## src/pwf_consts.vh

```
// Purpose: Shared constants of the PWM frequency and first rise edge block
// Assumes: 25 MHz core clock, 5 ns edge resolution
// Notes:   Register indices are word indices; byte address is index * 4
`ifndef PWF_CONSTS_VH
`define PWF_CONSTS_VH

// ****************************************************************
// Register map (word indices)
// ****************************************************************
`define PWF_IDX_FREQ      8'h40
`define PWF_IDX_RISE_HI   8'h41
`define PWF_IDX_RISE_SET  8'h42
`define PWF_IDX_STATUS    8'h50
`define PWF_ADDR_LSB0     2'b00

// ****************************************************************
// Reset values
// ****************************************************************
`define PWF_RST_FREQ      8'h00
`define PWF_RST_RISE_HI   8'h00
`define PWF_RST_RISE_SET  8'h00

// ****************************************************************
// Field positions
// ****************************************************************
`define PWF_FREQ_MSB      5
`define PWF_FREQ_LSB      0
`define PWF_SET_LOW_MSB   7
`define PWF_SET_LOW_LSB   4
`define PWF_SET_MOD_EN    3
`define PWF_SET_SIGN      2
`define PWF_OCT_MSB       5
`define PWF_OCT_LSB       4
`define PWF_STEP_MSB      3
`define PWF_STEP_LSB      0

// ****************************************************************
// Frequency decode
// ****************************************************************
`define PWF_CODE_RESONANT 6'h3f
`define PWF_OCT_BASE      6'h20
`define PWF_OCT3_BASE     5'h10
`define PWF_OCT3_MAXSTEP  4'h6
`define PWF_OCT0          2'b00
`define PWF_OCT1          2'b01
`define PWF_OCT2          2'b10

// ****************************************************************
// Timing
// ****************************************************************
`define PWF_STEP_NS       5
`define PWF_CLK_NS        40
`define PWF_FINE_W        3

`endif

```

## src/pwf_period_ctr.v

```verilog
// Purpose: Switching period counter, reloads its length at each wrap
// Assumes: Period length of zero is treated as one cycle
// Notes:   New period length takes effect only at the next period start
`timescale 1ns/1ps
module pwf_period_ctr #(
   parameter W = 10
)(
   input  wire         clk,       // Core clock
   input  wire         rst,       // Synchronous reset, active high
   input  wire         ce,        // Clock enable, freezes state when low
   input  wire [W-1:0] period,    // Period length in clock cycles
   output wire [W-1:0] count,     // Cycle index within the period
   output wire         wrap       // High in the last cycle of a period
);

   localparam [W-1:0] ONE  = 1;
   localparam [W-1:0] ZERO = 0;

   reg  [W-1:0] cnt_r;
   reg  [W-1:0] len_r;
   wire [W-1:0] len_in;

   assign len_in = (period == ZERO) ? ONE : period;
   assign wrap   = (cnt_r >= len_r - ONE);
   assign count  = cnt_r;

   // ****************************************************************
   // Counter
   // ****************************************************************
   always @(posedge clk)
   begin
      if (rst)
      begin
         cnt_r <= {W{1'b0}};
         // Length one makes the first wrap come right after reset
         len_r <= ONE;
      end
      else if (ce)
      begin
         if (wrap)
         begin
            cnt_r <= {W{1'b0}};
            len_r <= len_in;
         end
         else
         begin
            cnt_r <= cnt_r + ONE;
         end
      end
   end

endmodule

```

## src/pwf_top.v

```verilog
// Purpose: PWM switching frequency select and first drive rise edge timing
// Assumes: APB slave, 25 MHz clock, inputs synchronous to clk
// Notes:   Sub-cycle part of the edge leaves on rise_fine for a delay line
//
// The APB interface to the registers was chosen for this implementation.
`timescale 1ns/1ps
`include "pwf_consts.vh"
module pwf_top #(
   parameter PER_W = 10,
   parameter MOD_W = 12
)(
   input  wire             clk,                   // Core clock, 25 MHz
   input  wire             rst,                   // Sync reset, active high
   input  wire             ce,                    // Clock enable
   input  wire             psel,                  // APB select
   input  wire             penable,               // APB enable
   input  wire             pwrite,                // APB write
   input  wire [9:0]       paddr,                 // APB byte address
   input  wire [31:0]      pwdata,                // APB write data
   output reg  [31:0]      prdata,                // APB read data
   output wire             pready,                // APB ready
   output wire             pslverr,               // APB error
   input  wire [MOD_W-1:0] mod_amount,            // Loop modulation, 5 ns
   input  wire [PER_W-1:0] resonant_period,       // Period in resonant mode
   output reg              first_drive_output,    // First drive output
   output reg  [2:0]       rise_fine,             // Sub-cycle edge offset
   output reg              period_start,          // First cycle of period
   output reg              resonant_mode          // Resonant mode selected
);

   // ****************************************************************
   // Constants
   // ****************************************************************
   localparam [12:0] STEPS_PER_CLK = `PWF_CLK_NS / `PWF_STEP_NS;
   localparam [9:0]  A_FREQ     = {`PWF_IDX_FREQ,     `PWF_ADDR_LSB0};
   localparam [9:0]  A_RISE_HI  = {`PWF_IDX_RISE_HI,  `PWF_ADDR_LSB0};
   localparam [9:0]  A_RISE_SET = {`PWF_IDX_RISE_SET, `PWF_ADDR_LSB0};
   localparam [9:0]  A_STATUS   = {`PWF_IDX_STATUS,   `PWF_ADDR_LSB0};
   localparam [13:0] ZERO14     = 14'h0000;
   localparam [13:0] ONE14      = 14'h0001;

   // ****************************************************************
   // Declarations
   // ****************************************************************
   reg  [7:0]       freq_r;
   reg  [7:0]       rise_hi_r;
   reg  [7:0]       rise_set_r;
   reg  [12:0]      edge_r;
   reg              out_nxt;
   reg  [13:0]      edge_sum;
   reg  [13:0]      edge_clamp;
   wire [5:0]       freq_code;
   wire [11:0]      rise_time;
   wire             mod_en;
   wire             mod_late;
   wire             is_resonant;
   wire [PER_W-1:0] table_period;
   wire [PER_W-1:0] period_sel;
   wire [PER_W-1:0] cnt;
   wire             wrap;
   wire [12:0]      cnt_steps;
   wire [12:0]      cnt_end;
   wire [13:0]      period_steps;
   wire [13:0]      mod_ext;
   wire             wr_en;
   wire             setup_rd;
   wire             hit;

   // ****************************************************************
   // Frequency decode
   // ****************************************************************
   // Each group of 16 codes is one octave; within it the period in
   // 40 ns cycles falls linearly. The top group steps twice as fast and holds from step 6.
   function [9:0] pwf_period;
      input [5:0] code;
      reg   [5:0] d;
      reg   [3:0] j3;
      reg   [4:0] e;
      begin
         d  = `PWF_OCT_BASE - {2'b00, code[`PWF_STEP_MSB:`PWF_STEP_LSB]};
         j3 = (code[`PWF_STEP_MSB:`PWF_STEP_LSB] > `PWF_OCT3_MAXSTEP) ?
              `PWF_OCT3_MAXSTEP : code[`PWF_STEP_MSB:`PWF_STEP_LSB];
         e  = `PWF_OCT3_BASE - {1'b0, j3};
         case (code[`PWF_OCT_MSB:`PWF_OCT_LSB])
            `PWF_OCT0: pwf_period = {d, 4'h0};
            `PWF_OCT1: pwf_period = {1'b0, d, 3'h0};
            `PWF_OCT2: pwf_period = {2'b00, d, 2'h0};
            default:   pwf_period = {3'b000, e, 2'h0};
         endcase
      end
   endfunction

   assign freq_code    = freq_r[`PWF_FREQ_MSB:`PWF_FREQ_LSB];
   assign is_resonant  = (freq_code == `PWF_CODE_RESONANT);
   assign table_period = pwf_period(freq_code);
   assign period_sel   = is_resonant ? resonant_period : table_period;

   // ****************************************************************
   // Period counter
   // ****************************************************************
   pwf_period_ctr #(
      .W      (PER_W)
   ) u_ctr (
      .clk    (clk),
      .rst    (rst),
      .ce     (ce),
      .period (period_sel),
      .count  (cnt),
      .wrap   (wrap)
   );

   // ****************************************************************
   // Rise edge placement
   // ****************************************************************
   assign rise_time = {rise_hi_r,
      rise_set_r[`PWF_SET_LOW_MSB:`PWF_SET_LOW_LSB]};
   assign mod_en    = rise_set_r[`PWF_SET_MOD_EN];
   assign mod_late  = rise_set_r[`PWF_SET_SIGN];
   assign mod_ext   = {{(14-MOD_W){1'b0}}, mod_amount};
   assign period_steps = {4'h0, period_sel} * {1'b0, STEPS_PER_CLK};

   always @*
   begin
      if (!mod_en)
         edge_sum = {2'b00, rise_time};
      else if (mod_late)
         edge_sum = {2'b00, rise_time} + mod_ext;
      else
         edge_sum = {2'b00, rise_time} - mod_ext;
      // Negative results wrap into bit 13; clamp to start of period
      if (edge_sum[13])
         edge_clamp = ZERO14;
      else if (edge_sum >= period_steps)
         edge_clamp = period_steps - ONE14;
      else
         edge_clamp = edge_sum;
   end

   assign cnt_steps = {3'b000, cnt} * STEPS_PER_CLK;
   assign cnt_end   = cnt_steps + STEPS_PER_CLK;

   // Output rises in the cycle that holds the edge, counted from start; an edge in cycle 0 rises in cycle 1
   always @*
   begin
      if (wrap)
         out_nxt = 1'b0;
      else
         out_nxt = (cnt_end + STEPS_PER_CLK > edge_r);
   end

   // ****************************************************************
   // Output and shadow edge
   // ****************************************************************
   // The edge is captured once per period so that a register write or
   // modulation change never splits a pulse.
   always @(posedge clk)
   begin
      if (rst)
      begin
         edge_r             <= 13'h0000;
         first_drive_output <= 1'b0;
         rise_fine          <= 3'h0;
         period_start       <= 1'b0;
         resonant_mode      <= 1'b0;
      end
      else if (ce)
      begin
         period_start  <= wrap;
         resonant_mode <= is_resonant;
         if (wrap)
         begin
            // Long resonant periods can push the edge past 12 bits
            edge_r    <= edge_clamp[12:0];
            rise_fine <= edge_clamp[`PWF_FINE_W-1:0];
         end
         first_drive_output <= out_nxt;
      end
   end

   // ****************************************************************
   // APB slave
   // ****************************************************************
   assign hit      = (paddr == A_FREQ) || (paddr == A_RISE_HI) ||
                     (paddr == A_RISE_SET) || (paddr == A_STATUS);
   assign pready   = ce;
   assign pslverr  = psel & penable & ~hit;
   assign wr_en    = psel & penable & pwrite & hit & ce;
   assign setup_rd = psel & ~penable & ~pwrite & ce;

   always @(posedge clk)
   begin
      if (rst)
      begin
         freq_r     <= `PWF_RST_FREQ;
         rise_hi_r  <= `PWF_RST_RISE_HI;
         rise_set_r <= `PWF_RST_RISE_SET;
      end
      else if (wr_en)
      begin
         if (paddr == A_FREQ)
            freq_r <= pwdata[7:0];
         if (paddr == A_RISE_HI)
            rise_hi_r <= pwdata[7:0];
         // Reserved low bits stored as written; software keeps them 00
         if (paddr == A_RISE_SET)
            rise_set_r <= pwdata[7:0];
      end
   end

   // Read data is registered in the setup cycle, valid in access phase
   always @(posedge clk)
   begin
      if (rst)
         prdata <= 32'h00000000;
      else if (setup_rd)
      begin
         case (paddr)
            A_FREQ:     prdata <= {24'h000000, freq_r};
            A_RISE_HI:  prdata <= {24'h000000, rise_hi_r};
            A_RISE_SET: prdata <= {24'h000000, rise_set_r};
            A_STATUS:   prdata <= {16'h0000, edge_r[11:0], 1'b0,
                                   period_start, resonant_mode,
                                   first_drive_output};
            default:    prdata <= 32'h00000000;
         endcase
      end
   end

endmodule

```

## config.mk

```make
export PLATFORM = sky130hd
export DESIGN_NAME = pwf_top
export DESIGN_NICKNAME = d
export VERILOG_FILES = /design/src/pwf_period_ctr.v /design/src/pwf_top.v
export VERILOG_INCLUDE_DIRS = /design/src
export SDC_FILE = /design/constraint.sdc
export NUM_CORES = 1
export LEC_CHECK = 0
export ABC_AREA = 0
export CORE_ASPECT_RATIO = 0.8
export CORE_MARGIN = 4
export CORE_UTILIZATION = 65
export DETAILED_ROUTE_END_ITERATION = 10
export DONT_BUFFER_PORTS = 1
export PLACE_DENSITY_LB_ADDON = 0.1
export SLEW_MARGIN = 30
export SYNTH_ARGS = -nofsm -noshare
export SYNTH_HDL_FRONTEND = slang
export SYNTH_SLANG_ARGS = --single-unit
export TNS_END_PERCENT = 20
```

## constraint.sdc

```tcl
create_clock -name clk -period 7.2 [get_ports clk]
set_clock_uncertainty 0.2 [all_clocks]
set_input_delay 0.36 -clock clk [delete_from_list [all_inputs] [get_ports clk]]
set_output_delay 0.36 -clock clk [all_outputs]
set_load 0.005 [all_outputs]
```

After elaboration in Yosys (flattened, before gate mapping)
Cells that the tools add are included.
{"block": "classes", "reduce_logical": 9, "n_mux": 11, "n_eq_ne": 7, "n_addsub": 9, "bitwise": 11, "order_cmp": 4}
{"operator": "$pmux 16 s4", "count": 1}
{"operator": "$eq 10x9->1 const B", "count": 4}
{"operator": "$mux 10", "count": 3}
{"operator": "$pmux 10 s3", "count": 1}
{"operator": "$mux 14", "count": 2}
{"operator": "$add 13x4->13 const B", "count": 2}
{"operator": "$mux 13", "count": 2}
{"operator": "$ge 14x13->1", "count": 1}
{"operator": "$add 12x12->13", "count": 1}
{"operator": "$gt 13x13->1", "count": 1}
{"operator": "$sub 12x12->13", "count": 1}
{"operator": "$sub 13x1->13 const B", "count": 1}
{"operator": "$add 10x1->10 const B", "count": 1}
{"operator": "$ge 10x10->1", "count": 1}
{"operator": "$logic_not 10->1", "count": 1}
{"operator": "$sub 10x1->10 const B", "count": 1}
{"operator": "$and 1x1->1", "count": 8}
{"operator": "$reduce_and 2->1", "count": 4}
{"operator": "$eq 6x6->1 const B", "count": 1}
{"operator": "$sub 6x4->6 const A", "count": 1}
{"operator": "$sub 5x4->5 const A", "count": 1}
{"operator": "$gt 4x3->1 const B", "count": 1}
{"operator": "$mux 4", "count": 1}
{"operator": "$logic_or 1x1->1", "count": 3}
{"operator": "other kinds (5)", "count": 7}
{"block": "word_totals", "elab_cells": 62, "regBits": 95, "inputBits": 70}

Longest topological paths before layout
{"block": "depth", "depth_word": 8, "depth_mapped": 19, "ltp_nobuf": 18}

Cells and area by module
A second synthesis with hierarchy kept.
{"block": "hier_totals", "hier_cells": 770, "area_unflattened_um2": 6331.1}
{"module": "pwf_top", "area_each_um2": 4984.8, "n_inst": 1, "cells_each": 622, "seq_area_each_um2": 1121.1}
{"module": "pwf_period_ctr", "area_each_um2": 1346.3, "n_inst": 1, "cells_each": 148, "seq_area_each_um2": 400.4}

Worst setup path before layout
OpenSTA, ideal clock, no wires.
{"block": "synth_path", "path_kind": "input-to-reg", "from": "input port mod_amount[5]", "to": "register edge_r[10]", "t_arrival_ns": 3.847, "setup_slack_ns": 3.060, "cell_stages": 18, "n_path_buf": 2, "cell_sequence": "inv_1 ha_1 buf_2 inv_1 a221oi_1 o41ai_1 a21oi_1 xor2_1 mux2_2 ha_1 a21oi_1 a21boi_0 a311o_1 a31oi_1 nand2_1 buf_2 and2_1 o32ai_1"}
{"block": "synth_via", "elab_chain_len": 6}
{"element": "start: declaration", "line_no": "pwf_top.v:23", "text": "input wire [MOD_W-1:0] mod_amount,"}
{"element": "$sub 12x12->13 or $add 12x12->13 (tied branches)", "line_no": "pwf_top.v:129, pwf_top.v:127"}
{"element": "$mux 14 *", "line_no": "pwf_top.v:126", "text": "else if (mod_late)"}
{"element": "$mux 14 *", "line_no": "pwf_top.v:124", "text": "if (!mod_en)"}
{"element": "$ge 14x13->1", "line_no": "pwf_top.v:133", "text": "else if (edge_sum >= period_steps)"}
{"element": "$mux 13", "line_no": "pwf_top.v:133"}
{"element": "$mux 13 *", "line_no": "pwf_top.v:131", "text": "if (edge_sum[13])"}
{"element": "end signal: assignment", "line_no": "pwf_top.v:173", "text": "edge_r <= edge_clamp[12:0];"}
{"element": "end: declaration", "line_no": "pwf_top.v:48", "text": "reg [12:0] edge_r;"}
Every way passes the cells marked *; elsewhere a longest branch is shown, timed or not.
A chain may end at the register's enable or synchronous reset.

Worst setup path in the final report
{"block": "layout_path", "from": "register rise_hi_r[1]", "to": "register edge_r[10]"}
{"block": "layout_via", "elab_chain_len": 6}
{"element": "start: declaration", "line_no": "pwf_top.v:46", "text": "reg [7:0] rise_hi_r;"}
{"element": "start signal: assignment", "line_no": "pwf_top.v:195", "text": "rise_hi_r <= `PWF_RST_RISE_HI;"}
{"element": "start signal: assignment", "line_no": "pwf_top.v:203", "text": "rise_hi_r <= pwdata[7:0];"}
{"element": "$sub 12x12->13 or $add 12x12->13 (tied branches)", "line_no": "pwf_top.v:129, pwf_top.v:127"}
{"element": "$mux 14", "line_no": "pwf_top.v:126"}
{"element": "$mux 14 *", "line_no": "pwf_top.v:124"}
{"element": "$ge 14x13->1", "line_no": "pwf_top.v:133"}
{"element": "$mux 13", "line_no": "pwf_top.v:133"}
{"element": "$mux 13 *", "line_no": "pwf_top.v:131"}
Marks and branches as above.

==> impl_results.md <==
* Gr usage total at 0.316
* Total number of vias at 5707
* Worst Tran Pin Value at slightly above 900 ps
* CP top delay family: compound AO/OA/AOI/OAI gates
* Post-synthesis mux area share at 0.0384
* Crit path launch: rise_hi_r[1]$_SDFFE_PP0P_
* Max incr delay on CP at 700 ps
* Drt total wl at roughly 17000 um
* CTS tree: yes
* Seq pwr share at 0.373
* Complex-gate fraction of the synthesized area at 0.206
* Hold Crit Class: in2reg
* Crit start category: flop
* First-pass GRT wire length at between 20000 and 30000 um
* Xor/xnor share of the synthesized area at 0.0602
* Worst Setup End Kind: flop
* Worst vdd ir at 0.256 mV
* Initial Util at 0.671
* Yosys top cell area share at 0.250
* Met2 usage at 0.499
* Adder-cell area share of the yosys netlist at 0.132
* DRC at 0
* Cell with the most instances after synthesis: nand2_1
* Slew Viols, Final at 0
* Largest family of logic cells by synthesized area: simple AND/OR/NAND/NOR gates
* Root Buffer: clkbuf_16
* Logic gate share of total power at 0.282
* Pwr Density at 202 nW/um^2
* Worst endpoint data arrival time at 5230 ps
* Crit-path cells: ha_1 > inv_1 > a221oi_1 > o41ai_1 > a21oi_1 > xor2_1 > mux2_2 > ha_1 > a21oi_1 > a21boi_0 > a311o_1 > a31oi_1 > nand2_1 > a211oi_1 > o32ai_1
* Pre-CTS setup slack at 2040 ps
* Leakage Power at around 0.0027 uW
* Vias in the first global route at 5373
* Initial antenna violation count at 0
* Fin. Hold Viols at 0
* Status: complete, no violations
* GR Overflow Total at 0
* Ys flop type: dfxtp_1
* Post-synthesis cell type count at 72
* Slowest cell on crit path: a221oi_1
* Cell taking the most area after synthesis: dfxtp_1
* Post-synthesis sequential area ratio at 0.250
* Hold path start: pwdata[3]
* Worst Path Buf+Inv at 1
* Detailed Place HPWL at roughly 13000 um
* Synth Warn # at 0
* Rel. slew slack at 0.385
* Initial DRC Count at 708
* Fmax at 190 MHz
* Met1 GRT Util at 0.423
* Clk_lat worst skew at 340 ps
* Critical path required time at around 7000 ps
* Die H at between 90 and 100 um
* Area Overhead vs Synth at 4.60%
* Top post-synthesis cells by area: dfxtp_1 (25%), ha_1 (13%), nand2_1 (5.5%)
* Drt via density at 6.47
* Total CTS buffers at 9
* Int Pwr at 864 uW
* Clk buf depth at 2
* Final WS setup at 1950 ps
* Post-route clock period utilization at 0.729
* Tmin final at 5250 ps
* Setup repair bufs after CTS at 0
* Synthesized cell area at 6090 sq um
* Crit Path Category: reg2reg
* Post-synth EDFFs at 0
* GP Congestion at 0.893
* Number of max-cap violations at 0
* Most Used Layer, Global Route: met2
* Switching part of the total at 0.328
* Setup violators final at 0
* Final net count at 896
* Buffers on Ports at 0
* Fraction of registers with async set/reset at 0
* Global Route met3 Usage at 0.0878
* Antenna Violating Nets Remaining at 0
* H-tree levels at 3
* Largest net degree at the start of global routing at 56
* Die footprint at approximately 11000 sq um
* Wire length per cell at 19.3 um
* Std cell rows at 31
* Iteration count of the initial detailed-routing pass at 6
* Clock share of power at 0.345
* Fill count at 742
* Worst-path clk slew at 60 ps
* Share of cells above drive strength 1 at 0.0443
* Die W at 116 um
* Gate count of the mapped netlist at 786
* Top cells by count, synth: nand2_1 (89), nor2_1 (78), dfxtp_1 (76)
* Fin Setup TNS at 0 ps
* CTS Sinks at 76
* R2r startpoint: rise_hi_r[1]$_SDFFE_PP0P_
* Core area at approximately 9000 sq um
* Syn avg cell area at about 7.7 sq um
* Max FO, Critical Path at 11
* Yosys reg bits at 76
* I/O Pins at 110
* RSZ-0062 raised after global routing: no
* Ant. Diodes at 0
* Post-synthesis simple-gate area fraction at 0.225
* Net Sw Power at 422 uW
## final timing paths
kind	endpoint	slack (ps)	depth (start not counted)
setup / recovery	edge_r[10]$_SDFFE_PP0P_	1950	15
hold / removal	freq_r[3]$_SDFFE_PP0P_	4	2
setup reg to reg	edge_r[10]$_SDFFE_PP0P_	1950	15
hold reg to reg	rise_set_r[1]$_SDFFE_PP0P_	260	2
## power by group through the flow
stage	combinational [uW]	clock, uW	sequential (uW)
after floorplan	285	0	477
after global placement	325	0	486
after detailed placement	341	0	488
after CTS	355	447	479
after global routing	406	465	484
final	363	444	480
## logic make-up after synthesis
| family | count (synthesis) |
|---|---|
| buffers and inverters | 110 |
| XOR/XNOR | 41 |
| adder cells (fa/ha/maj) | 63 |
| multiplexers | 23 |
| AO/OA/AOI/OAI | 183 |
| flip-flops | 76 |
| other | 1 |
| AND/OR/NAND/NOR | 289 |
## placed cells by master (no fill, tap or decap), types with 3 or more instances in the layout
| cell | n |
|---|---|
| a211oi_1 | 11 |
| a21boi_0 | 3 |
| a21o_1 | 11 |
| a21oi_1 | 64 |
| a221oi_1 | 3 |
| a222oi_1 | 9 |
| a22oi_1 | 9 |
| a31oi_1 | 3 |
| and2_1 | 5 |
| and3_1 | 4 |
| clkbuf_16 | 9 |
| conb_1 | 16 |
| dfxtp_1 | 75 |
| dlygate4sd3_1 | 10 |
| ha_1 | 61 |
| inv_1 | 48 |
| mux2_2 | 3 |
| mux2i_1 | 20 |
| nand2_1 | 89 |
| nand2b_1 | 10 |
| nand3_1 | 33 |
| nand3b_1 | 3 |
| nand4_1 | 7 |
| nor2_1 | 78 |
| nor2b_1 | 11 |
| nor3_1 | 18 |
| nor4_1 | 4 |
| nor4b_1 | 4 |
| o211ai_1 | 7 |
| o21ai_0 | 20 |
| o22ai_1 | 7 |
| o31ai_1 | 3 |
| o32ai_1 | 3 |
| or3_1 | 5 |
| or4_1 | 3 |
| xnor2_1 | 27 |
| xor2_1 | 13 |
## timing repair
item	4_1_cts	5_1_grt
resized for setup	0	0
hold endpoints to repair	55	0
hold buffers	11	0
## per-layer routing
| layer | routed length (um) | share of wire |
|---|---|---|
| met4 | 259 | 0.015 |
| met3 | 1780 | 0.10 |
| met1 | 7230 | 0.42 |
| met5 | 0 | 0 |
| met2 | 7790 | 0.46 |
## cell type report
type                            instances  area [sq um]  share of cell area
Multi-Input combinational cell        615          4100               0.644
Sequential cell                        76          1520               0.239
Clock buffer                            9           225              0.0354
Inverter                               49           184              0.0289
Tap cell                              115           144              0.0226
Timing Repair Buffer                   12           128              0.0200
Clock inverter                          6          65.1              0.0102
## sequential cells by signal, indices dropped and copies added (netlist names)
| signal | flops |
|---|---|
| u_ctr.len_r | 10 |
| resonant_mode | 1 |
| prdata | 16 |
| rise_set_r | 8 |
| rise_hi_r | 8 |
| period_start | 1 |
| u_ctr.count | 10 |
| rise_fine | 2 |
| first_drive_output | 1 |
| freq_r | 8 |
| edge_r | 11 |
## metrics by stage
step	hold WS [ps]	total power, uW	utilization	cell area [sq um]	cells
6_report	4.27	1290	0.702	6370	882
5_1_grt	4.95	1350	0.702	6370	882
4_1_cts	5.29	1280	0.701	6360	882
3_5_place_dp	239	829	0.656	5950	856
3_3_place_gp	234	810	0.655	5950	856
2_1_floorplan	231	763	-	6150	801
(Power assumes the default switching activity.)
